## config.mk

```make
export PLATFORM = sky130hd
export DESIGN_NAME = light_sensor_status_result_regs
export DESIGN_NICKNAME = d
export VERILOG_FILES = /design/src/light_regs_pkg.sv /design/src/light_result_if.sv /design/src/light_sensor_status_result_regs.sv /design/src/light_event_tracker.sv
export SDC_FILE = /design/constraint.sdc
export NUM_CORES = 1
export LEC_CHECK = 0
export BUFFER_PORTS_ARGS = -buffer_cell sky130_fd_sc_hd__buf_4
export CORE_ASPECT_RATIO = 1.2
export CORE_MARGIN = 2
export CORE_UTILIZATION = 25
export DETAILED_ROUTE_END_ITERATION = 7
export SKIP_LAST_GASP = 1
export SLEW_MARGIN = 20
export SYNTH_ARGS = -nofsm -noshare
export SYNTH_HDL_FRONTEND = slang
export SYNTH_SLANG_ARGS = --single-unit
```

## constraint.sdc

```tcl
create_clock -name sys_clk -period 2.2 [get_ports sys_clk]
set_input_delay 0.33 -clock sys_clk [delete_from_list [all_inputs] [get_ports sys_clk]]
set_output_delay 0.33 -clock sys_clk [all_outputs]
set_load 0.1 [all_outputs]
```

## src/light_regs_pkg.sv

```systemverilog
// constants, types and helpers for the light sensor status and result registers
package light_regs_pkg;
	// bus address is arbitrary, not taken from any part
	localparam logic [6:0] BUS_ADDRESS = 7'h2A;
	localparam logic [7:0] REVISION_OFS = 8'h91;
	localparam logic [7:0] PART_TYPE_OFS = 8'h92;
	localparam logic [7:0] EVENT_FLAGS_OFS = 8'h93;
	localparam logic [7:0] VIS_LOW_OFS = 8'h94;
	localparam logic [7:0] VIS_HIGH_OFS = 8'h95;
	localparam logic [7:0] IR_LOW_OFS = 8'h96;
	localparam logic [7:0] IR_HIGH_OFS = 8'h97;
	localparam logic [7:0] AUX_REVISION_OFS = 8'h9E;
	localparam logic [7:0] GAIN_EXT_OFS = 8'h9F;
	localparam logic [7:0] BEHAVIOUR_CFG_OFS = 8'hAB;
	// identification values are arbitrary
	localparam logic [7:0] REVISION_VALUE = 8'h02;
	localparam logic [7:0] PART_TYPE_VALUE = 8'h54;
	localparam logic [7:0] AUX_REVISION_VALUE = 8'h05;
	localparam int SAT_FLAG_BIT = 7;
	localparam int THRESH_FLAG_BIT = 4;
	localparam int CAL_FLAG_BIT = 3;
	localparam int BOOST_BIT = 4;
	localparam int LOW_SEL_BIT = 2;
	localparam int CLEAR_ON_READ_BIT = 7;
	localparam logic BOOST_RESET = 1'b0;
	localparam logic LOW_SEL_RESET = 1'b1;
	localparam logic [7:0] BEHAVIOUR_CFG_RESET = 8'h4C;
	localparam logic [7:0] FLAGS_RESET = 8'h00;

	typedef enum logic [3:0] {ST_IDLE, ST_ADDR, ST_ADDR_ACK, ST_PTR, ST_PTR_ACK,
		ST_WR, ST_WR_ACK, ST_RD, ST_RD_ACK} i2c_state_t;

	function automatic logic [5:0] persist_target(input logic [3:0] p);
		case (p)
			4'h0: return 6'h00;
			4'h1: return 6'h01;
			4'h2: return 6'h02;
			4'h3: return 6'h03;
			4'h4: return 6'h05;
			default: return ({2'b00, p} - 6'h03) * 6'h05;
		endcase
	endfunction

	// gain in half steps: 1 means 1/2x, 256 means 128x
	function automatic logic [8:0] gain_times_two(input logic [1:0] coarse,
		input logic boost, input logic low_sel);
		logic [8:0] g;
		g = 9'h002 << {coarse, 1'b0};
		if (!low_sel)
			g = g >> 1;
		if (boost)
			g = g << 1;
		return g;
	endfunction
endpackage

```

## src/light_result_if.sv

```systemverilog
// bundle between the register core and the conversion tracker
`timescale 1ns/1ps
interface light_result_if;
	logic conv_valid;
	logic [15:0] vis_raw;
	logic [15:0] ir_raw;
	logic [15:0] thresh_low;
	logic [15:0] thresh_high;
	logic [3:0] persistence;
	logic [15:0] vis_count;
	logic [15:0] ir_count;
	logic threshold_event;

	modport tracker (input conv_valid, vis_raw, ir_raw, thresh_low, thresh_high, persistence,
		output vis_count, ir_count, threshold_event);
	modport core (output conv_valid, vis_raw, ir_raw, thresh_low, thresh_high, persistence,
		input vis_count, ir_count, threshold_event);
endinterface

```

## src/light_sensor_status_result_regs.sv

```systemverilog
// i2c slave with the status, identification, result and gain registers
`timescale 1ns/1ps
module light_sensor_status_result_regs
	import light_regs_pkg::*;
(
	input wire logic sys_clk,
	input wire logic arst_n,
	input wire logic scl_pin,
	input wire logic sda_pin_in,
	output logic sda_out,
	output logic sda_oe,
	input wire logic conv_valid,
	input wire logic [15:0] vis_raw,
	input wire logic [15:0] ir_raw,
	input wire logic [15:0] thresh_low,
	input wire logic [15:0] thresh_high,
	input wire logic [3:0] persistence_setting,
	input wire logic [1:0] coarse_gain_field,
	input wire logic saturation_event,
	input wire logic calibration_done_event,
	output logic [7:0] event_flags,
	output logic gain_boost_bit,
	output logic gain_low_select_bit,
	output logic [8:0] overall_gain_x2
);
	light_result_if lr ();

	logic scl_meta, scl_s, scl_p, sda_meta, sda_s, sda_p;
	logic scl_rise, scl_fall, start_cond, stop_cond, last_rise, wr_stb, rd_stb;
	i2c_state_t state;
	logic [7:0] shreg, ptr, byte_in, rd_value, vis_high_hold, ir_high_hold;
	logic [2:0] bit_cnt;
	logic ack_phase, rw_read;
	logic [7:0] interrupt_behaviour_cfg, next_event_flags, flag_set, flag_clr;

	assign lr.conv_valid = conv_valid;
	assign lr.vis_raw = vis_raw;
	assign lr.ir_raw = ir_raw;
	assign lr.thresh_low = thresh_low;
	assign lr.thresh_high = thresh_high;
	assign lr.persistence = persistence_setting;

	light_event_tracker u_tracker (
		.sys_clk(sys_clk),
		.arst_n(arst_n),
		.lr(lr)
	);

	// pins are asynchronous to sys_clk
	always_ff @(posedge sys_clk or negedge arst_n)
	begin
		if (!arst_n)
		begin
			{scl_meta, scl_s, scl_p} <= 3'h7;
			{sda_meta, sda_s, sda_p} <= 3'h7;
		end
		else
		begin
			{scl_p, scl_s, scl_meta} <= {scl_s, scl_meta, scl_pin};
			{sda_p, sda_s, sda_meta} <= {sda_s, sda_meta, sda_pin_in};
		end
	end

	assign scl_rise = scl_s && !scl_p;
	assign scl_fall = !scl_s && scl_p;
	assign start_cond = scl_s && scl_p && sda_p && !sda_s;
	assign stop_cond = scl_s && scl_p && !sda_p && sda_s;
	assign byte_in = {shreg[6:0], sda_s};
	assign last_rise = scl_rise && (bit_cnt == 3'h7);
	assign wr_stb = (state == ST_WR) && last_rise;
	// a read byte is fetched on the fall that starts its first bit
	assign rd_stb = scl_fall && ack_phase
		&& (((state == ST_ADDR_ACK) && rw_read) || (state == ST_RD_ACK));

	// unmapped offsets read zero
	always_comb
	begin
		case (ptr)
			REVISION_OFS: rd_value = REVISION_VALUE;
			PART_TYPE_OFS: rd_value = PART_TYPE_VALUE;
			EVENT_FLAGS_OFS: rd_value = event_flags;
			VIS_LOW_OFS: rd_value = lr.vis_count[7:0];
			VIS_HIGH_OFS: rd_value = vis_high_hold;
			IR_LOW_OFS: rd_value = lr.ir_count[7:0];
			IR_HIGH_OFS: rd_value = ir_high_hold;
			AUX_REVISION_OFS: rd_value = AUX_REVISION_VALUE;
			GAIN_EXT_OFS: rd_value = {3'h0, gain_boost_bit, 1'b0, gain_low_select_bit, 2'h0};
			BEHAVIOUR_CFG_OFS: rd_value = interrupt_behaviour_cfg;
			default: rd_value = 8'h00;
		endcase
	end

	always_ff @(posedge sys_clk or negedge arst_n)
	begin
		if (!arst_n)
		begin
			state <= ST_IDLE;
			shreg <= 8'h00;
			bit_cnt <= 3'h0;
			ack_phase <= 1'b0;
			rw_read <= 1'b0;
			sda_oe <= 1'b0;
		end
		else if (start_cond)
		begin
			state <= ST_ADDR;
			bit_cnt <= 3'h0;
			ack_phase <= 1'b0;
			sda_oe <= 1'b0;
		end
		else if (stop_cond)
		begin
			state <= ST_IDLE;
			ack_phase <= 1'b0;
			sda_oe <= 1'b0;
		end
		else
		begin
			case (state)
				ST_ADDR, ST_PTR, ST_WR:
				begin
					if (scl_rise)
					begin
						shreg <= byte_in;
						bit_cnt <= bit_cnt + 3'h1;
					end
					if (last_rise)
					begin
						if (state == ST_PTR)
							state <= ST_PTR_ACK;
						else if (state == ST_WR)
							state <= ST_WR_ACK;
						else if (byte_in[7:1] == BUS_ADDRESS)
						begin
							state <= ST_ADDR_ACK;
							rw_read <= byte_in[0];
						end
						else
							state <= ST_IDLE;
					end
				end
				ST_ADDR_ACK, ST_PTR_ACK, ST_WR_ACK:
				begin
					if (scl_fall && !ack_phase)
					begin
						sda_oe <= 1'b1;
						ack_phase <= 1'b1;
					end
					else if (scl_fall)
					begin
						ack_phase <= 1'b0;
						bit_cnt <= 3'h0;
						if ((state == ST_ADDR_ACK) && rw_read)
						begin
							state <= ST_RD;
							shreg <= rd_value;
							sda_oe <= !rd_value[7];
						end
						else
						begin
							state <= (state == ST_ADDR_ACK) ? ST_PTR : ST_WR;
							sda_oe <= 1'b0;
						end
					end
				end
				ST_RD:
				begin
					if (scl_rise)
					begin
						bit_cnt <= bit_cnt + 3'h1;
						if (bit_cnt == 3'h7)
							state <= ST_RD_ACK;
					end
					if (scl_fall)
					begin
						shreg <= {shreg[6:0], 1'b0};
						sda_oe <= !shreg[6];
					end
				end
				ST_RD_ACK:
				begin
					if (scl_fall && !ack_phase)
						sda_oe <= 1'b0;
					else if (scl_fall)
					begin
						ack_phase <= 1'b0;
						bit_cnt <= 3'h0;
						state <= ST_RD;
						shreg <= rd_value;
						sda_oe <= !rd_value[7];
					end
					if (scl_rise)
					begin
						if (sda_s)
							state <= ST_IDLE;
						else
							ack_phase <= 1'b1;
					end
				end
				default: state <= ST_IDLE;
			endcase
		end
	end

	// pointer auto-increments after every written byte and as each read byte is fetched
	always_ff @(posedge sys_clk or negedge arst_n)
	begin
		if (!arst_n)
			ptr <= 8'h00;
		else if ((state == ST_PTR) && last_rise)
			ptr <= byte_in;
		else if (wr_stb || rd_stb)
			ptr <= ptr + 8'h01;
	end
	// open drain: the level driven is always low
	always_ff @(posedge sys_clk or negedge arst_n)
	begin
		if (!arst_n)
			sda_out <= 1'b0;
		else
			sda_out <= 1'b0;
	end
	// high bytes snap when the low byte goes out, so a pair never tears
	always_ff @(posedge sys_clk or negedge arst_n)
	begin
		if (!arst_n)
		begin
			vis_high_hold <= 8'h00;
			ir_high_hold <= 8'h00;
		end
		else if (rd_stb)
		begin
			if (ptr == VIS_LOW_OFS)
				vis_high_hold <= lr.vis_count[15:8];
			if (ptr == IR_LOW_OFS)
				ir_high_hold <= lr.ir_count[15:8];
		end
	end

	// writes to read-only offsets fall through untouched
	always_ff @(posedge sys_clk or negedge arst_n)
	begin
		if (!arst_n)
		begin
			gain_boost_bit <= BOOST_RESET;
			gain_low_select_bit <= LOW_SEL_RESET;
			interrupt_behaviour_cfg <= BEHAVIOUR_CFG_RESET;
		end
		else if (wr_stb)
		begin
			if (ptr == GAIN_EXT_OFS)
			begin
				gain_boost_bit <= byte_in[BOOST_BIT];
				gain_low_select_bit <= byte_in[LOW_SEL_BIT];
			end
			if (ptr == BEHAVIOUR_CFG_OFS)
				interrupt_behaviour_cfg <= byte_in;
		end
	end

	// undefined combinations still give a value, host must avoid them
	always_ff @(posedge sys_clk or negedge arst_n)
	begin
		if (!arst_n)
			overall_gain_x2 <= gain_times_two(2'h0, BOOST_RESET, LOW_SEL_RESET);
		else
			overall_gain_x2 <= gain_times_two(coarse_gain_field, gain_boost_bit,
				gain_low_select_bit);
	end

	always_comb
	begin
		flag_set = 8'h00;
		flag_set[SAT_FLAG_BIT] = saturation_event;
		flag_set[THRESH_FLAG_BIT] = lr.threshold_event;
		flag_set[CAL_FLAG_BIT] = calibration_done_event;
		flag_clr = 8'h00;
		if (wr_stb && (ptr == EVENT_FLAGS_OFS))
			flag_clr = byte_in;
		if (rd_stb && (ptr == EVENT_FLAGS_OFS) && interrupt_behaviour_cfg[CLEAR_ON_READ_BIT])
			flag_clr = 8'hFF;
		// a new event beats a clear in the same cycle
		next_event_flags = (event_flags & ~flag_clr) | flag_set;
	end

	always_ff @(posedge sys_clk or negedge arst_n)
	begin
		if (!arst_n)
			event_flags <= FLAGS_RESET;
		else
			event_flags <= next_event_flags;
	end
endmodule

```

## src/light_event_tracker.sv

```systemverilog
// result capture for both channels and persistence filter for the visible channel
`timescale 1ns/1ps
module light_event_tracker
	import light_regs_pkg::*;
(
	input wire logic sys_clk,
	input wire logic arst_n,
	light_result_if.tracker lr
);
	logic [5:0] run_len;
	logic [5:0] target;
	logic outside;

	assign outside = (lr.vis_raw < lr.thresh_low) || (lr.vis_raw > lr.thresh_high);
	assign target = persist_target(lr.persistence);

	// results only move on a finished conversion
	always_ff @(posedge sys_clk or negedge arst_n)
	begin
		if (!arst_n)
		begin
			lr.vis_count <= 16'h0000;
			lr.ir_count <= 16'h0000;
		end
		else if (lr.conv_valid)
		begin
			lr.vis_count <= lr.vis_raw;
			lr.ir_count <= lr.ir_raw;
		end
	end

	// saturates so a long excursion cannot wrap into a false match
	always_ff @(posedge sys_clk or negedge arst_n)
	begin
		if (!arst_n)
			run_len <= 6'h00;
		else if (lr.conv_valid)
		begin
			if (!outside)
				run_len <= 6'h00;
			else if (run_len != 6'h3F)
				run_len <= run_len + 6'h01;
		end
	end

	always_ff @(posedge sys_clk or negedge arst_n)
	begin
		if (!arst_n)
			lr.threshold_event <= 1'b0;
		else
			lr.threshold_event <= lr.conv_valid && ((target == 6'h00)
				|| (outside && (run_len + 6'h01 == target)));
	end
endmodule

```

==> run summary <==
Pin count of the biggest net entering global routing: 62
Sequential power share: 0.375
CTS sink cnt: 113
RSZ-0062 raised after global routing: true
Unique masters post-synth: 77
Failing checks: negative setup slack
Sw Share: 0.264
Outcome: finished, violations left
Share of the synthesized area in the top cell type: 0.365
Vias in the first global route: 6,222
Share of layout cells above drive strength 1: 0.403
Hold Crit Class: input pin to flop
Multi-input gate area: 3980 um2
Critical path arrival: 2.60 ns
CP Max Fanout: 4
Largest family of logic cells by synthesized area: simple AND/OR/NAND/NOR gates
Core footprint: 27,700 um2
Synth Area in Adders: 0.0887
Critical Path RT: 2.55 ns
Reg2Reg Setup Slack: 0.06 ns
Final hold slack: 0.0271 ns
Final worst slack: -0.0543 ns
Dpl cell area: 8920 um2
Switch Pwr: 1730 uW
Syn avg cell area: 10.1 um2
Worst Tran Pin Value: 0.542 ns
Pwr Density: 669 nW/um2
Initial Utilization: 0.252
Synthesized Nets: 821
Dominant synthesized flop cell: dfrtp_1
Area growth syn-to-layout: 39.6%
Filler cells: 2,778
Max-cap check violation count: 0
Routed vias/inst: 4.66
Clock network power share: 0.452
Asr flop ratio synth: 1.00
Int Power: 4810 uW
Diode count: 0
Antenna-violating nets left: 0
Combinational share of power: 0.173
Synth warnings: 0
DRT iter0 DRCs: 335
Finished Cell Area: 9770 um2
Top Ports: 98
Final Skew: 0.0108 ns
#FFs+latches synth: 113
Final period util: 1.02
GPL Wtd Cong: 0.929
Total GRT Usage: 0.141
Cell area after synthesis: 7000 um2
Clock Tree Buf Depth: 2
Pins Over Slew Limit: 0
Seq/Total Area, Yosys: 0.406
Die footprint: 29,400 um2
Xor/xnor share of the synthesized area: 0.0315
Global-route wire length before repair: 32,500 um
Wire per inst: 15.7 um
Setup Viol. Count Final: 1
H-tree lvl count: 4
Clock-pin slew on the worst setup and hold paths: 0.05 ns
Number of synthesized flops with an enable pin: 0
IO Port Bufs: 96
Vias: 5,942
Leading area contributor after synthesis: dfrtp_1
VDD IR max: 0.403 mV
DPL Wire Length: 15,700 um
Final hold violations: 0
Reg area: 2840 um2
DR pass1 iterations: 5
Clock Tree Root: clkbuf_16
Number of remaining DRC errors: 0
Crit path kind: input pin to flop
CTS tree: built
Multiplexer area fraction after synthesis: 0.115
Commonest cells in the netlist: 102 x dfrtp_1, 67 x mux2_2, 53 x inv_1
Fin nets: 1,009
Die Span X: 157 um
Initial antenna violation count: 0
Clock buffer count from CTS: 17
Synth Area in Compound Gates: 0.151
Simple-gate portion of the synthesized area: 0.156
Cell row count: 67
Slew HR: 0.634
FMAX: 0.444 GHz
Post-Route WL: 20,000 um
Pleak: 0.00447 uW
Die Ht: 187 um
Clock Latency Late Sink: 0.42 ns
Mapped Cells: 695
Top post-synthesis cells by area: dfrtp_1 36%, mux2_2 11%, ha_1 8.6%, dfstp_2 4.1%, a21oi_1 3.1%
Remaining Overflow, GRT: 0
Pre-CTS WS: -0.686 ns
Post-layout min period: 2.25 ns
CP Launch Type: input pin
Setup TNS: -0.0543 ns
Top-count cell post-synth: dfrtp_1
CP endpoint kind: flop
## path summary, 6_finish.rpt
| check | start | to | cells past startpoint |
|---|---|---|---|
| worst min-delay path | scl_pin | scl_meta$_DFF_PN1_ | 1 |
| max in group asynchronous | arst_n | interrupt_behaviour_cfg[2]$_DFFE_PN1P_ | 3 |
| min in group asynchronous | arst_n | overall_gain_x2[8]$_DFF_PN0_ | 2 |
| worst max register to register | ptr[0]$_DFFE_PN0P_ | shreg[1]$_DFFE_PN0P_ | 9 |
| worst max-delay path | persistence_setting[1] | u_tracker.lr.threshold_event$_DFF_PN0_ | 12 |
| worst min register to register | sda_meta$_DFF_PN1_ | sda_s$_DFF_PN1_ | 0 |
## cell families after synthesis
family                     Yosys count
adders and majority gates           49
AOI/OAI and AO/OA                  152
other                                1
and+or+nand+nor                    199
xor gates and xnor gates            22
muxes                               72
DFF                                113
buffers and inverters               87
## routing by layer
layer | part of all wire | global-route usage
met3 | 0.039 | 0.0322
met4 | 0.026 | 0.0533
met2 | 0.51 | 0.248
met5 | 0 | 0
met1 | 0.42 | 0.166
## through the flow
step	util	total power (uW)	std cells
floorplan	-	3090	695
global placement	0.321	3560	1236
detailed placement	0.321	3590	1236
CTS	0.348	6590	1269
global route	0.352	6850	1274
finish	0.352	6540	1274
## power groups by stage
| stage | Clock (uW) | Sequential [uW] | Combinational, uW |
|---|---|---|---|
| finish | 2960 | 2450 | 1130 |
| detailed placement | 0 | 2480 | 1100 |
| floorplan | 0 | 2480 | 614 |
| global placement | 0 | 2480 | 1080 |
| global route | 3120 | 2470 | 1260 |
| CTS | 3010 | 2450 | 1130 |
## what timing repair did
action                     CTS  global route
setup endpoints to repair    5            26
hold endpoints to repair    23             0
gates resized for setup     15            28
pin swaps                    9             9
setup buffers                1             5
hold buffers                 1             0
## cell usage in the layout, fill, tap and decap left out, types with 5 or more instances in the layout
master,n
and2_1,5
ha_1,40
o21ai_0,18
a32oi_1,6
mux2i_1,5
a31oi_1,6
nand3_1,21
buf_12,8
o21ai_1,6
a21o_1,7
inv_2,5
a21oi_1,40
mux2_2,67
xnor2_1,14
nand4_1,10
nor2b_1,13
nor3_1,14
or3_1,6
dfstp_2,11
buf_4,193
a211oi_1,5
dfrtp_1,101
nand2_1,44
ha_4,5
nor2_1,34
clkbuf_16,17
inv_1,46
and3_1,11
nand2b_1,8
## area by class of cell
cell class	instances	share of cell area
clock inverter	9	0.0157
timing repair buffer	203	0.167
tap	379	0.0485
sequential	113	0.291
clock buffer	22	0.0496
inverter	53	0.0209
multi-input combinational	495	0.408
## sequential cells by signal, indices dropped and copies added, names as in the netlist, 3 cells and up
register / flops
interrupt_behaviour_cfg: 8
shreg: 7
u_tracker.run_len: 6
ptr: 8
u_tracker.lr.ir_count: 16
vis_high_hold: 8
state: 4
bit_cnt: 3
event_flags: 8
overall_gain_x2: 9
u_tracker.lr.vis_count: 16
ir_high_hold: 8
## critical path, stage by stage
cell and delay (ns):
buf_12 0.11, a21oi_4 0.16, xor2_2 0.21, ha_4 0.24
ha_4 0.15, inv_2 0.05, fa_1 0.43, xnor3_1 0.21
nor3_2 0.11, o221ai_1 0.14, nor4_1 0.23, a41o_1 0.22
Power figures use the tool's default switching activity.
